### src/inc/cesc_pkg.sv
// shared constants and types for the cpu execution state counter
package cesc_pkg;
    // ************************************************************
    // cycle weights in states
    // ************************************************************
    localparam logic [1:0] ST_FETCH_MEM = 2'h2;
    localparam logic [1:0] ST_BRANCH_MEM = 2'h2;
    localparam logic [1:0] ST_STACK_MEM = 2'h2;
    localparam logic [1:0] ST_BYTE_MEM = 2'h2;
    localparam logic [1:0] ST_WORD_MEM = 2'h2;
    localparam logic [1:0] ST_INTERNAL = 2'h1;
    localparam logic [1:0] ST_PERIPH_FAST = 2'h2;
    localparam logic [1:0] ST_PERIPH_SLOW = 2'h3;
    localparam int CNT_W = 4;
    localparam int SUM_W = 8;
    // ************************************************************
    // cycle counts per instruction class
    // ************************************************************
    localparam logic [3:0] N_FETCH_ONE = 4'h1;
    localparam logic [3:0] N_FETCH_TWO = 4'h2;
    localparam logic [3:0] N_FETCH_THREE = 4'h3;
    localparam logic [3:0] N_BYTE_READ = 4'h1;
    localparam logic [3:0] N_BYTE_RMW = 4'h2;
    localparam logic [3:0] N_BRANCH_WAIT = 4'h2;
    localparam logic [3:0] N_VECTOR_READ = 4'h1;
    localparam logic [3:0] N_STACK_PUSH = 4'h1;
    // ************************************************************
    // instruction classes
    // ************************************************************
    typedef enum logic [3:0] {
        CESC_REG_SIMPLE = 4'h0,
        CESC_IMM16 = 4'h1,
        CESC_IMM32 = 4'h3,
        CESC_AND_LONG_REG = 4'h2,
        CESC_BIT_MEM_RD = 4'h6,
        CESC_BIT_MEM_RMW = 4'h7,
        CESC_BRANCH_SHORT = 4'h5,
        CESC_BRANCH_LONG = 4'h4,
        CESC_SUBROUTINE_IND = 4'hc
    } cesc_class_t;
    typedef enum logic [1:0] {
        CESC_LOC_MEM = 2'h0,
        CESC_LOC_PERIPH_FAST = 2'h1,
        CESC_LOC_PERIPH_SLOW = 2'h3
    } cesc_loc_t;
endpackage

### src/hdl/cesc_counter.sv
// execution state counter: cycle counts per instruction class, weighted sum
// Function
// [RULE1] total states is sum of six cycle counts times per-cycle states
// [RULE2] fetch from on-chip rom and byte access to on-chip ram take 2
// [RULE3] branch-address read from rom and stack cycle in ram take 2
// [RULE4] byte access to peripheral takes 2 or 3 states, by module
// [RULE5] per-class counts: 1, 2 or 3 fetches; bit memory, branches as listed
// [RULE6] a zero cycle count contributes no states
`timescale 1ns/1ps
module cesc_counter
    import cesc_pkg::*;
#(
    parameter int CNT_BITS = CNT_W,
    parameter int SUM_BITS = SUM_W
)
(
    input wire logic core_clk,
    input wire logic sys_rst,
    input wire logic instr_valid,
    input wire cesc_class_t instr_class,
    input wire cesc_loc_t data_loc,
    output logic result_valid,
    output logic [CNT_BITS-1:0] cnt_fetch,
    output logic [CNT_BITS-1:0] cnt_branch,
    output logic [CNT_BITS-1:0] cnt_stack,
    output logic [CNT_BITS-1:0] cnt_byte,
    output logic [CNT_BITS-1:0] cnt_word,
    output logic [CNT_BITS-1:0] cnt_internal,
    output logic [SUM_BITS-1:0] exec_states
);
    // ************************************************************
    // parameter checks
    // ************************************************************
    // counts reach 3 and the largest total is 10; narrower fields would wrap without warning
    if (CNT_BITS < 2)
    begin : g_cnt_narrow
        $error("count width below 2 bits");
    end
    if (SUM_BITS < 4 || SUM_BITS < CNT_BITS)
    begin : g_sum_narrow
        $error("state total width too narrow");
    end

    // ************************************************************
    // helpers
    // ************************************************************
    // zero count yields zero regardless of weight
    function automatic logic [SUM_BITS-1:0] weigh(input logic [CNT_BITS-1:0] n, input logic [1:0] s);
        logic [SUM_BITS-1:0] r;
        r = '0;
        if (n != '0)  // RULE6
        begin
            r = SUM_BITS'(n) * SUM_BITS'(s);
        end
        return r;
    endfunction

    // ************************************************************
    // classification and sum
    // ************************************************************
    logic [CNT_BITS-1:0] next_fetch;
    logic [CNT_BITS-1:0] next_branch;
    logic [CNT_BITS-1:0] next_stack;
    logic [CNT_BITS-1:0] next_byte;
    // no decoded class has word accesses yet, so this count stays zero until one is added
    logic [CNT_BITS-1:0] next_word;
    logic [CNT_BITS-1:0] next_internal;
    logic [1:0] byte_weight;
    logic [SUM_BITS-1:0] next_states;
    logic next_valid;

    always_comb
    begin
        next_fetch = '0;
        next_branch = '0;
        next_stack = '0;
        next_byte = '0;
        next_word = '0;
        next_internal = '0;
        byte_weight = ST_BYTE_MEM;
        // an undecoded class costs one fetch, so a bad code never inflates the total
        case (instr_class)  // RULE5
            CESC_REG_SIMPLE: next_fetch = CNT_BITS'(N_FETCH_ONE);
            CESC_IMM16, CESC_AND_LONG_REG: next_fetch = CNT_BITS'(N_FETCH_TWO);
            CESC_IMM32: next_fetch = CNT_BITS'(N_FETCH_THREE);
            CESC_BIT_MEM_RD:
            begin
                next_fetch = CNT_BITS'(N_FETCH_TWO);
                next_byte = CNT_BITS'(N_BYTE_READ);
            end
            CESC_BIT_MEM_RMW:
            begin
                next_fetch = CNT_BITS'(N_FETCH_TWO);
                next_byte = CNT_BITS'(N_BYTE_RMW);
            end
            CESC_BRANCH_SHORT: next_fetch = CNT_BITS'(N_FETCH_TWO);
            CESC_BRANCH_LONG:
            begin
                next_fetch = CNT_BITS'(N_FETCH_TWO);
                next_internal = CNT_BITS'(N_BRANCH_WAIT);
            end
            CESC_SUBROUTINE_IND:
            begin
                next_fetch = CNT_BITS'(N_FETCH_TWO);
                next_branch = CNT_BITS'(N_VECTOR_READ);
                next_stack = CNT_BITS'(N_STACK_PUSH);
            end
            default: next_fetch = CNT_BITS'(N_FETCH_ONE);
        endcase
        // each peripheral has its own wait states, so the weight follows the addressed target
        case (data_loc)  // RULE4
            CESC_LOC_PERIPH_FAST: byte_weight = ST_PERIPH_FAST;
            CESC_LOC_PERIPH_SLOW: byte_weight = ST_PERIPH_SLOW;
            default: byte_weight = ST_BYTE_MEM;  // RULE2
        endcase
        next_states = weigh(next_fetch, ST_FETCH_MEM) + weigh(next_branch, ST_BRANCH_MEM)  // RULE1
            + weigh(next_stack, ST_STACK_MEM) + weigh(next_byte, byte_weight)  // RULE3
            + weigh(next_word, ST_WORD_MEM) + weigh(next_internal, ST_INTERNAL);  // RULE2
        next_valid = instr_valid;
        // reset wins over a valid instruction on the same edge
        if (sys_rst)
        begin
            next_fetch = '0;
            next_branch = '0;
            next_stack = '0;
            next_byte = '0;
            next_word = '0;
            next_internal = '0;
            next_states = '0;
            next_valid = 1'b0;
        end
    end

    // registers only: every next value, reset included, is settled above
    always_ff @(posedge core_clk)
    begin
        result_valid <= next_valid;
        exec_states <= next_states;
        cnt_fetch <= next_fetch;
        cnt_branch <= next_branch;
        cnt_stack <= next_stack;
        cnt_byte <= next_byte;
        cnt_word <= next_word;
        cnt_internal <= next_internal;
    end

    // ************************************************************
    // checks
    // ************************************************************
    property p_sum;
        @(posedge core_clk) disable iff (sys_rst)
        result_valid |-> exec_states == SUM_BITS'(32'(cnt_fetch) * ST_FETCH_MEM + 32'(cnt_branch) * ST_BRANCH_MEM
            + 32'(cnt_stack) * ST_STACK_MEM + 32'(cnt_word) * ST_WORD_MEM + 32'(cnt_internal) * ST_INTERNAL
            + 32'(cnt_byte) * (($past(data_loc) == CESC_LOC_PERIPH_SLOW) ? 32'(ST_PERIPH_SLOW)
            : ($past(data_loc) == CESC_LOC_PERIPH_FAST) ? 32'(ST_PERIPH_FAST) : 32'(ST_BYTE_MEM)));
    endproperty
    a_sum: assert property (p_sum) else $error("state sum wrong");  // RULE1

    // an edge that sees reset takes no instruction, so every antecedent below except that of a_rst excludes it
    property p_bit_rmw;
        @(posedge core_clk) disable iff (sys_rst)
        (!sys_rst && instr_valid && instr_class == CESC_BIT_MEM_RMW && data_loc == CESC_LOC_MEM)
            |=> exec_states == SUM_BITS'(8'h08);
    endproperty
    a_bit_rmw: assert property (p_bit_rmw) else $error("bit rmw in ram not 8 states");  // RULE2

    property p_sub_jump;
        @(posedge core_clk) disable iff (sys_rst)
        (!sys_rst && instr_valid && instr_class == CESC_SUBROUTINE_IND) |=> exec_states == SUM_BITS'(8'h08);
    endproperty
    a_sub_jump: assert property (p_sub_jump) else $error("indirect subroutine jump not 8 states");  // RULE3

    property p_slow;
        @(posedge core_clk) disable iff (sys_rst)
        (!sys_rst && instr_valid && instr_class == CESC_BIT_MEM_RD && data_loc == CESC_LOC_PERIPH_SLOW)
            |=> exec_states == SUM_BITS'(8'h07);
    endproperty
    a_slow: assert property (p_slow) else $error("slow peripheral byte access weight wrong");  // RULE4

    property p_fast;
        @(posedge core_clk) disable iff (sys_rst)
        (!sys_rst && instr_valid && instr_class == CESC_BIT_MEM_RMW && data_loc == CESC_LOC_PERIPH_FAST)
            |=> exec_states == SUM_BITS'(8'h08);
    endproperty
    a_fast: assert property (p_fast) else $error("fast peripheral byte access weight wrong");  // RULE4

    property p_imm32;
        @(posedge core_clk) disable iff (sys_rst)
        (!sys_rst && instr_valid && instr_class == CESC_IMM32)
            |=> cnt_fetch == CNT_BITS'(4'h3) && exec_states == SUM_BITS'(8'h06);
    endproperty
    a_imm32: assert property (p_imm32) else $error("32-bit immediate count wrong");  // RULE5

    property p_imm16;
        @(posedge core_clk) disable iff (sys_rst)
        (!sys_rst && instr_valid && (instr_class == CESC_IMM16 || instr_class == CESC_AND_LONG_REG))
            |=> cnt_fetch == CNT_BITS'(4'h2) && exec_states == SUM_BITS'(8'h04);
    endproperty
    a_imm16: assert property (p_imm16) else $error("two-fetch class count wrong");  // RULE5

    property p_bit_rd;
        @(posedge core_clk) disable iff (sys_rst)
        (!sys_rst && instr_valid && instr_class == CESC_BIT_MEM_RD && data_loc == CESC_LOC_MEM)
            |=> cnt_fetch == CNT_BITS'(4'h2) && cnt_byte == CNT_BITS'(4'h1) && exec_states == SUM_BITS'(8'h06);
    endproperty
    a_bit_rd: assert property (p_bit_rd) else $error("bit read in ram count wrong");  // RULE5

    property p_branch_long;
        @(posedge core_clk) disable iff (sys_rst)
        (!sys_rst && instr_valid && instr_class == CESC_BRANCH_LONG)
            |=> cnt_fetch == CNT_BITS'(4'h2) && cnt_internal == CNT_BITS'(4'h2) && exec_states == SUM_BITS'(8'h06);
    endproperty
    a_branch_long: assert property (p_branch_long) else $error("long branch count wrong");  // RULE5

    property p_zero;
        @(posedge core_clk) disable iff (sys_rst)
        (!sys_rst && instr_valid && instr_class == CESC_REG_SIMPLE)
            |=> exec_states == SUM_BITS'(8'h02) && cnt_byte == CNT_BITS'(4'h0);
    endproperty
    a_zero: assert property (p_zero) else $error("zero count contributed states");  // RULE6

    property p_valid;
        @(posedge core_clk) disable iff (sys_rst)
        (!sys_rst) |=> result_valid == $past(instr_valid);
    endproperty
    a_valid: assert property (p_valid) else $error("result valid does not follow instruction valid");  // RULE1

    // no disable here: this one watches reset itself
    property p_rst;
        @(posedge core_clk)
        sys_rst |=> !result_valid && exec_states == '0 && cnt_fetch == '0 && cnt_byte == '0 && cnt_internal == '0;
    endproperty
    a_rst: assert property (p_rst) else $error("outputs not cleared by reset");  // RULE1
endmodule

### config.mk
export PLATFORM = sky130hd
export DESIGN_NAME = cesc_counter
export DESIGN_NICKNAME = d
export VERILOG_FILES = /design/src/inc/cesc_pkg.sv /design/src/hdl/cesc_counter.sv
export SDC_FILE = /design/constraint.sdc
export NUM_CORES = 1
export LEC_CHECK = 0
export BUFFER_PORTS_ARGS = -buffer_cell sky130_fd_sc_hd__buf_2
export CAP_MARGIN = 30
export CORE_MARGIN = 5
export CORE_UTILIZATION = 45
export DETAILED_ROUTE_END_ITERATION = 12
export HOLD_SLACK_MARGIN = 0.15
export PLACE_DENSITY = 0.84
export REMOVE_ABC_BUFFERS = 1
export SKIP_CTS_REPAIR_TIMING = 1
export SLEW_MARGIN = 0
export SYNTH_ARGS = -nofsm -noshare
export SYNTH_HDL_FRONTEND = slang
export SYNTH_SLANG_ARGS = --single-unit
### constraint.sdc
create_clock -name core_clk -period 4.2 [get_ports core_clk]
set_input_delay 0.21 -clock core_clk [delete_from_list [all_inputs] [get_ports core_clk]]
set_output_delay 0.21 -clock core_clk [all_outputs]
set_load 0.03 [all_outputs]
==> results of run 1 <==
synth_stat cells (all sizes together), types with 2 or more instances:
cell,instances
buf,24
dfxtp,12
nor2,6
nor2b,5
and2,3
fa,3
ha,3
inv,3
nand2,2
nor3,2
o21ai,2
flip-flops by register name, indices dropped and copies added, names as in the netlist:
register	flops
result_valid	1
exec_states	5
cnt_byte	2
cnt_internal	1
cnt_stack	1
cnt_fetch	2
layer usage:
layer,up-vias,wire length (um),track usage
li1,247,-,-
met2,34,452,0.128
met5,-,0,0
met1,214,475,0.124
met3,2,176,0.0414
met4,0,25,0.0524
power groups by stage:
stage          Clock (uW)  Sequential, uW  Combinational, uW
2_1_floorplan           0             132               35.6
3_3_place_gp            0             122               60.4
3_5_place_dp            0             122               61.6
4_1_cts              89.6             119               61.6
5_1_grt              98.0             120               66.9
6_report             87.7             119               61.8
kinds of logic (layout without fill, tap and decap cells):
family                   after synthesis  count (layout)  synth area share
flip-flops                            12              12             0.330
AND/OR/NAND/NOR                       25              25             0.213
AO/OA/AOI/OAI                          5               5            0.0429
adder cells (fa/ha/maj)                6               6             0.134
buffers and inverters                 27              28             0.263
XOR/XNOR                               1               1            0.0120
other                                  1              20           0.00515
final cells by class:
| type | count | area (um^2) |
|---|---|---|
| fillers | 142 | 743 |
| multi-input cells | 57 | 368 |
| flip-flops and latches | 12 | 240 |
| repair buffers | 21 | 105 |
| clock buffers | 4 | 36.3 |
| well taps | 16 | 20.0 |
| inverters | 3 | 11.3 |
path summary, 6_finish.rpt:
check                         to  slack [ns]  cells after the start
max    exec_states[3]$_SDFF_PP0_        1.93                     11
min      result_valid$_SDFF_PP0_        0.16                      2
stage by stage:
stage	setup slack (ns)	cells	util
4_1_cts	1.94	113	0.512
2_1_floorplan	1.98	72	-
6_report	1.93	113	0.512
3_3_place_gp	1.73	109	0.489
3_5_place_dp	1.66	109	0.489
5_1_grt	1.84	113	0.512
critical path, cell delays in order:
cell and delay (ns):
buf_2 0.17, nand3b_1 0.17, nor2_1 0.06, ha_1 0.20, ha_1 0.27, nand2_1 0.06, fa_1 0.47, inv_1 0.04
ha_1 0.20, fa_1 0.43, nor2b_1 0.14
==> flow_summary.yaml, run 1 <==
die:
  dieHeight_um: 50.2
  start_util: 0.478
  rows: 14
  die_area_um2: 2520
  core_um2: 1520
  ios: 42
  die_w_um: 50.2
synth:
  yosysWarnings: 0
  avgSynthCellArea_um2: 9.46
  synth_area_leaders: "dfxtp_1 (33%), buf_4 (23%), fa_1 (8.2%)"
  yosysTopAreaCellShare: 0.330
  ys.flop_type: "dfxtp_1"
  synth-seq-cells: 12
  synth_top_area_cell: "dfxtp_1"
  syn_inst: 77
  ys_seq_area_frac: 0.330
  synth_edf_count: 0
  synthDistinctLibCells: 27
  async_flop_share: 0
  syn_area_um2: 728
sta:
  drv_slew: 0
  fin_crit_ns: 2.27
  whs_ns: 0.161
  fmax_mhz: 440
  rsz0062_at_grt: "false"
  finalHoldViolations: 0
  setup_viol: 0
  setup_tns_ns: 0
  post-route-period-util: 0.541
setup_path:
  path_max_fanout: 9
  required_ns: 4.35
  worstSetupPathType: "in2reg"
  cp-startpoint: "instr_class[3]"
  worstSetupStartpointType: "input port"
  endpoint_kind: "flop"
  worstPathArrival_ns: 2.42
power:
  power.total_uw: 269
  power.leakage_uw: 0.000433
  intPower_uw: 184
  sequentialPowerShare: 0.443
  pwr_density_cell_nw_per_um2: 344
  pwr-share-comb: 0.230
  vdd_ir_drop_max_uv: 157
  switching_share: 0.314
  netSwitchingPower_uw: 84.2
  clkPwrFrac: 0.326
clocking:
  cts_tree: "done"
  cts_buffers: 3
  cts_max_level: 1
  clock_path_buffers: 2
  root_buffer: "clkbuf_4"
  cts.sinks: 12
  clk_pin_slew_ns: 0.07
worst_hold_path:
  hp-class: "in2reg"
  holdCritStartpoint: "instr_valid"
global_route:
  grt_use_total: 0.0946
  grt-ovfl-total: 0
  grt_pass1_wl_um: 1900
  grt_antenna_before_repair: 0
  grt_max_degree: 14
  grt_pass1_vias: 437
detailed_routing:
  vias_per_cell: 4.40
  drc: 0
  antenna_left: 0
  first_pass_iters: 4
  wl_per_cell_um: 9.99
  drt_iter0_markers: 2
  vias: 497
  wl_um: 1130
placement:
  placed_cell_area_um2: 744
  io_buffers: 21
  gp_congestion: 0.780
  place_hpwl_um: 917
finish:
  antenna_cells: 0
  layout_common_cells: "buf_2 (21), conb_1 (20), dfxtp_1 (12), nor2_1 (6), nor2b_1 (5)"
  drive_gt1_frac: 0.278
  layout.nets: 113
  area_growth_pct: 7.22
  design_area_um2: 781
  layout_commonest_cell: "buf_2"
status:
  outcome: "finished clean"
job:
  maxCapViolations: 0
(Power assumes the default switching activity.)
==> inputs of run 2 (changes only) <==
- CORE_UTILIZATION: 45 -> 42
- PLACE_DENSITY: 0.84 -> 0.79
- clock period: 4.2 -> 2.28 ns (I/O delays scaled with it)
==> run 2 against run 1 <==
  * Clock-buffer cell count stayed put
  * Hold slack got worse by 0.015 ns
  * Via count grew 12%
  * Sequential power is 85% higher
  * Critical path depth did not move
  * Design area rose by 13%
  * Clock power up 92%
==> flow_summary.yaml, run 2 (synthesized netlist as in run 1, its figures left out) <==
finish:
  design_area_um2: 880
  largest_register_ffs: 5
  drive_gt1_frac: 0.330
  top_regs: "exec_states x5, cnt_byte x2, cnt_fetch x2"
  layout.nets: 125
  antenna_cells: 0
  layout_commonest_cell: "buf_2"
  top_register: "exec_states"
  layout_common_cells: "buf_2 (21), conb_1 (20), dfxtp_1 (12), buf_4 (9), nor2_1 (6)"
  area_growth_pct: 20.8
  stdcell_count: 126
clocking:
  root_buffer: "clkbuf_4"
  clk_pin_slew_ns: 0.07
  cts_max_level: 1
  clock_path_buffers: 2
  cts_buffers: 3
  cts.sinks: 12
  cts_tree: "done"
power:
  netSwitchingPower_uw: 165
  power.leakage_uw: 0.000486
  switching_share: 0.319
  sequentialPowerShare: 0.425
  pwr-share-comb: 0.250
  vdd_ir_drop_max_uv: 200
  pwr_density_cell_nw_per_um2: 587
  intPower_uw: 352
  clkPwrFrac: 0.325
sta:
  post-route-period-util: 0.894
  rsz0062_at_grt: "false"
  drv_slew: 0
  setup_viol: 0
  finalHoldViolations: 0
  fmax_mhz: 490
  fin_crit_ns: 2.04
  final_critical_path_setup_slack_ns: 0.241
detailed_routing:
  vias_per_cell: 4.42
  drt_iter0_markers: 5
  first_pass_iters: 4
  drc: 0
  wl_per_cell_um: 10.5
  vias: 557
  wl_um: 1330
  antenna_left: 0
setup_path:
  endpoint_kind: "flop"
  worstSetupPathType: "in2reg"
  path_max_fanout: 5
  worstSetupStartpointType: "input port"
  required_ns: 2.45
  worstPathArrival_ns: 2.21
die:
  ios: 42
  start_util: 0.431
  die_area_um2: 2670
  rows: 15
  core_um2: 1690
  dieHeight_um: 51.6
  die_w_um: 51.6
global_route:
  grt_antenna_before_repair: 0
  grt_pass1_vias: 515
  grt_pass1_wl_um: 2020
  grt_use_total: 0.105
  grt_max_degree: 14
  grt-ovfl-total: 0
worst_hold_path:
  hp-class: "in2reg"
placement:
  dp_cells: 119
  placed_cell_area_um2: 813
  pre_cts_slack_ns: -0.0577
  io_buffers: 21
  gp_congestion: 0.826
  place_hpwl_um: 1070
status:
  outcome: "finished clean"
job:
  maxCapViolations: 0
## run 2: critical path: stages
cell      delay (ns)
buf_2           0.13
nand4b_1        0.13
nor2_1          0.05
ha_1            0.17
ha_1            0.26
nand2_1         0.06
fa_1            0.48
inv_1           0.05
ha_1            0.20
fa_1            0.42
nor2b_1         0.13
## run 2: path summary, 6_finish.rpt
path / depth (start not counted) / slack [ns] / from / endpoint
worst max-delay path: 11 / 0.24 / instr_class[1] / exec_states[3]$_SDFF_PP0_
worst min-delay path: 3 / 0.15 / instr_class[3] / cnt_fetch[0]$_SDFF_PP0_
## run 2: layout make-up
cell class              count  area (um^2)
fillers                   154          810
inverters                   3         11.3
clock buffers               4         36.3
multi-input cells          57          368
well taps                  17         21.3
flip-flops and latches     12          240
repair buffers             33          203
## run 2: power by group through the flow
| stage | clock network, uW | registers (uW) | logic, uW |
|---|---|---|---|
| 3_3_place_gp | 0 | 225 | 122 |
| 6_report | 168 | 220 | 129 |
| 2_1_floorplan | 0 | 244 | 65.6 |
| 4_1_cts | 172 | 220 | 125 |
| 3_5_place_dp | 0 | 225 | 124 |
| 5_1_grt | 182 | 220 | 139 |
## run 2: metal layers
| metal | part of all wire | track usage |
|---|---|---|
| met1 | 0.35 | 0.104 |
| met2 | 0.49 | 0.180 |
| met3 | 0.12 | 0.0201 |
| met4 | 0.040 | 0.105 |
| met5 | 0 | 0 |
## run 2: stage by stage
stage | hold slack (ns) | utilization | TNS, ns | total power (uW)
after CTS | 0.0496 | 0.503 | 0 | 517
final | 0.147 | 0.521 | 0 | 517
after detailed placement | 0.336 | 0.481 | -0.0577 | 349
after global routing | 0.158 | 0.521 | 0 | 541
after global placement | 0.336 | 0.481 | 0 | 347
after floorplan | 0.183 | - | 0 | 309
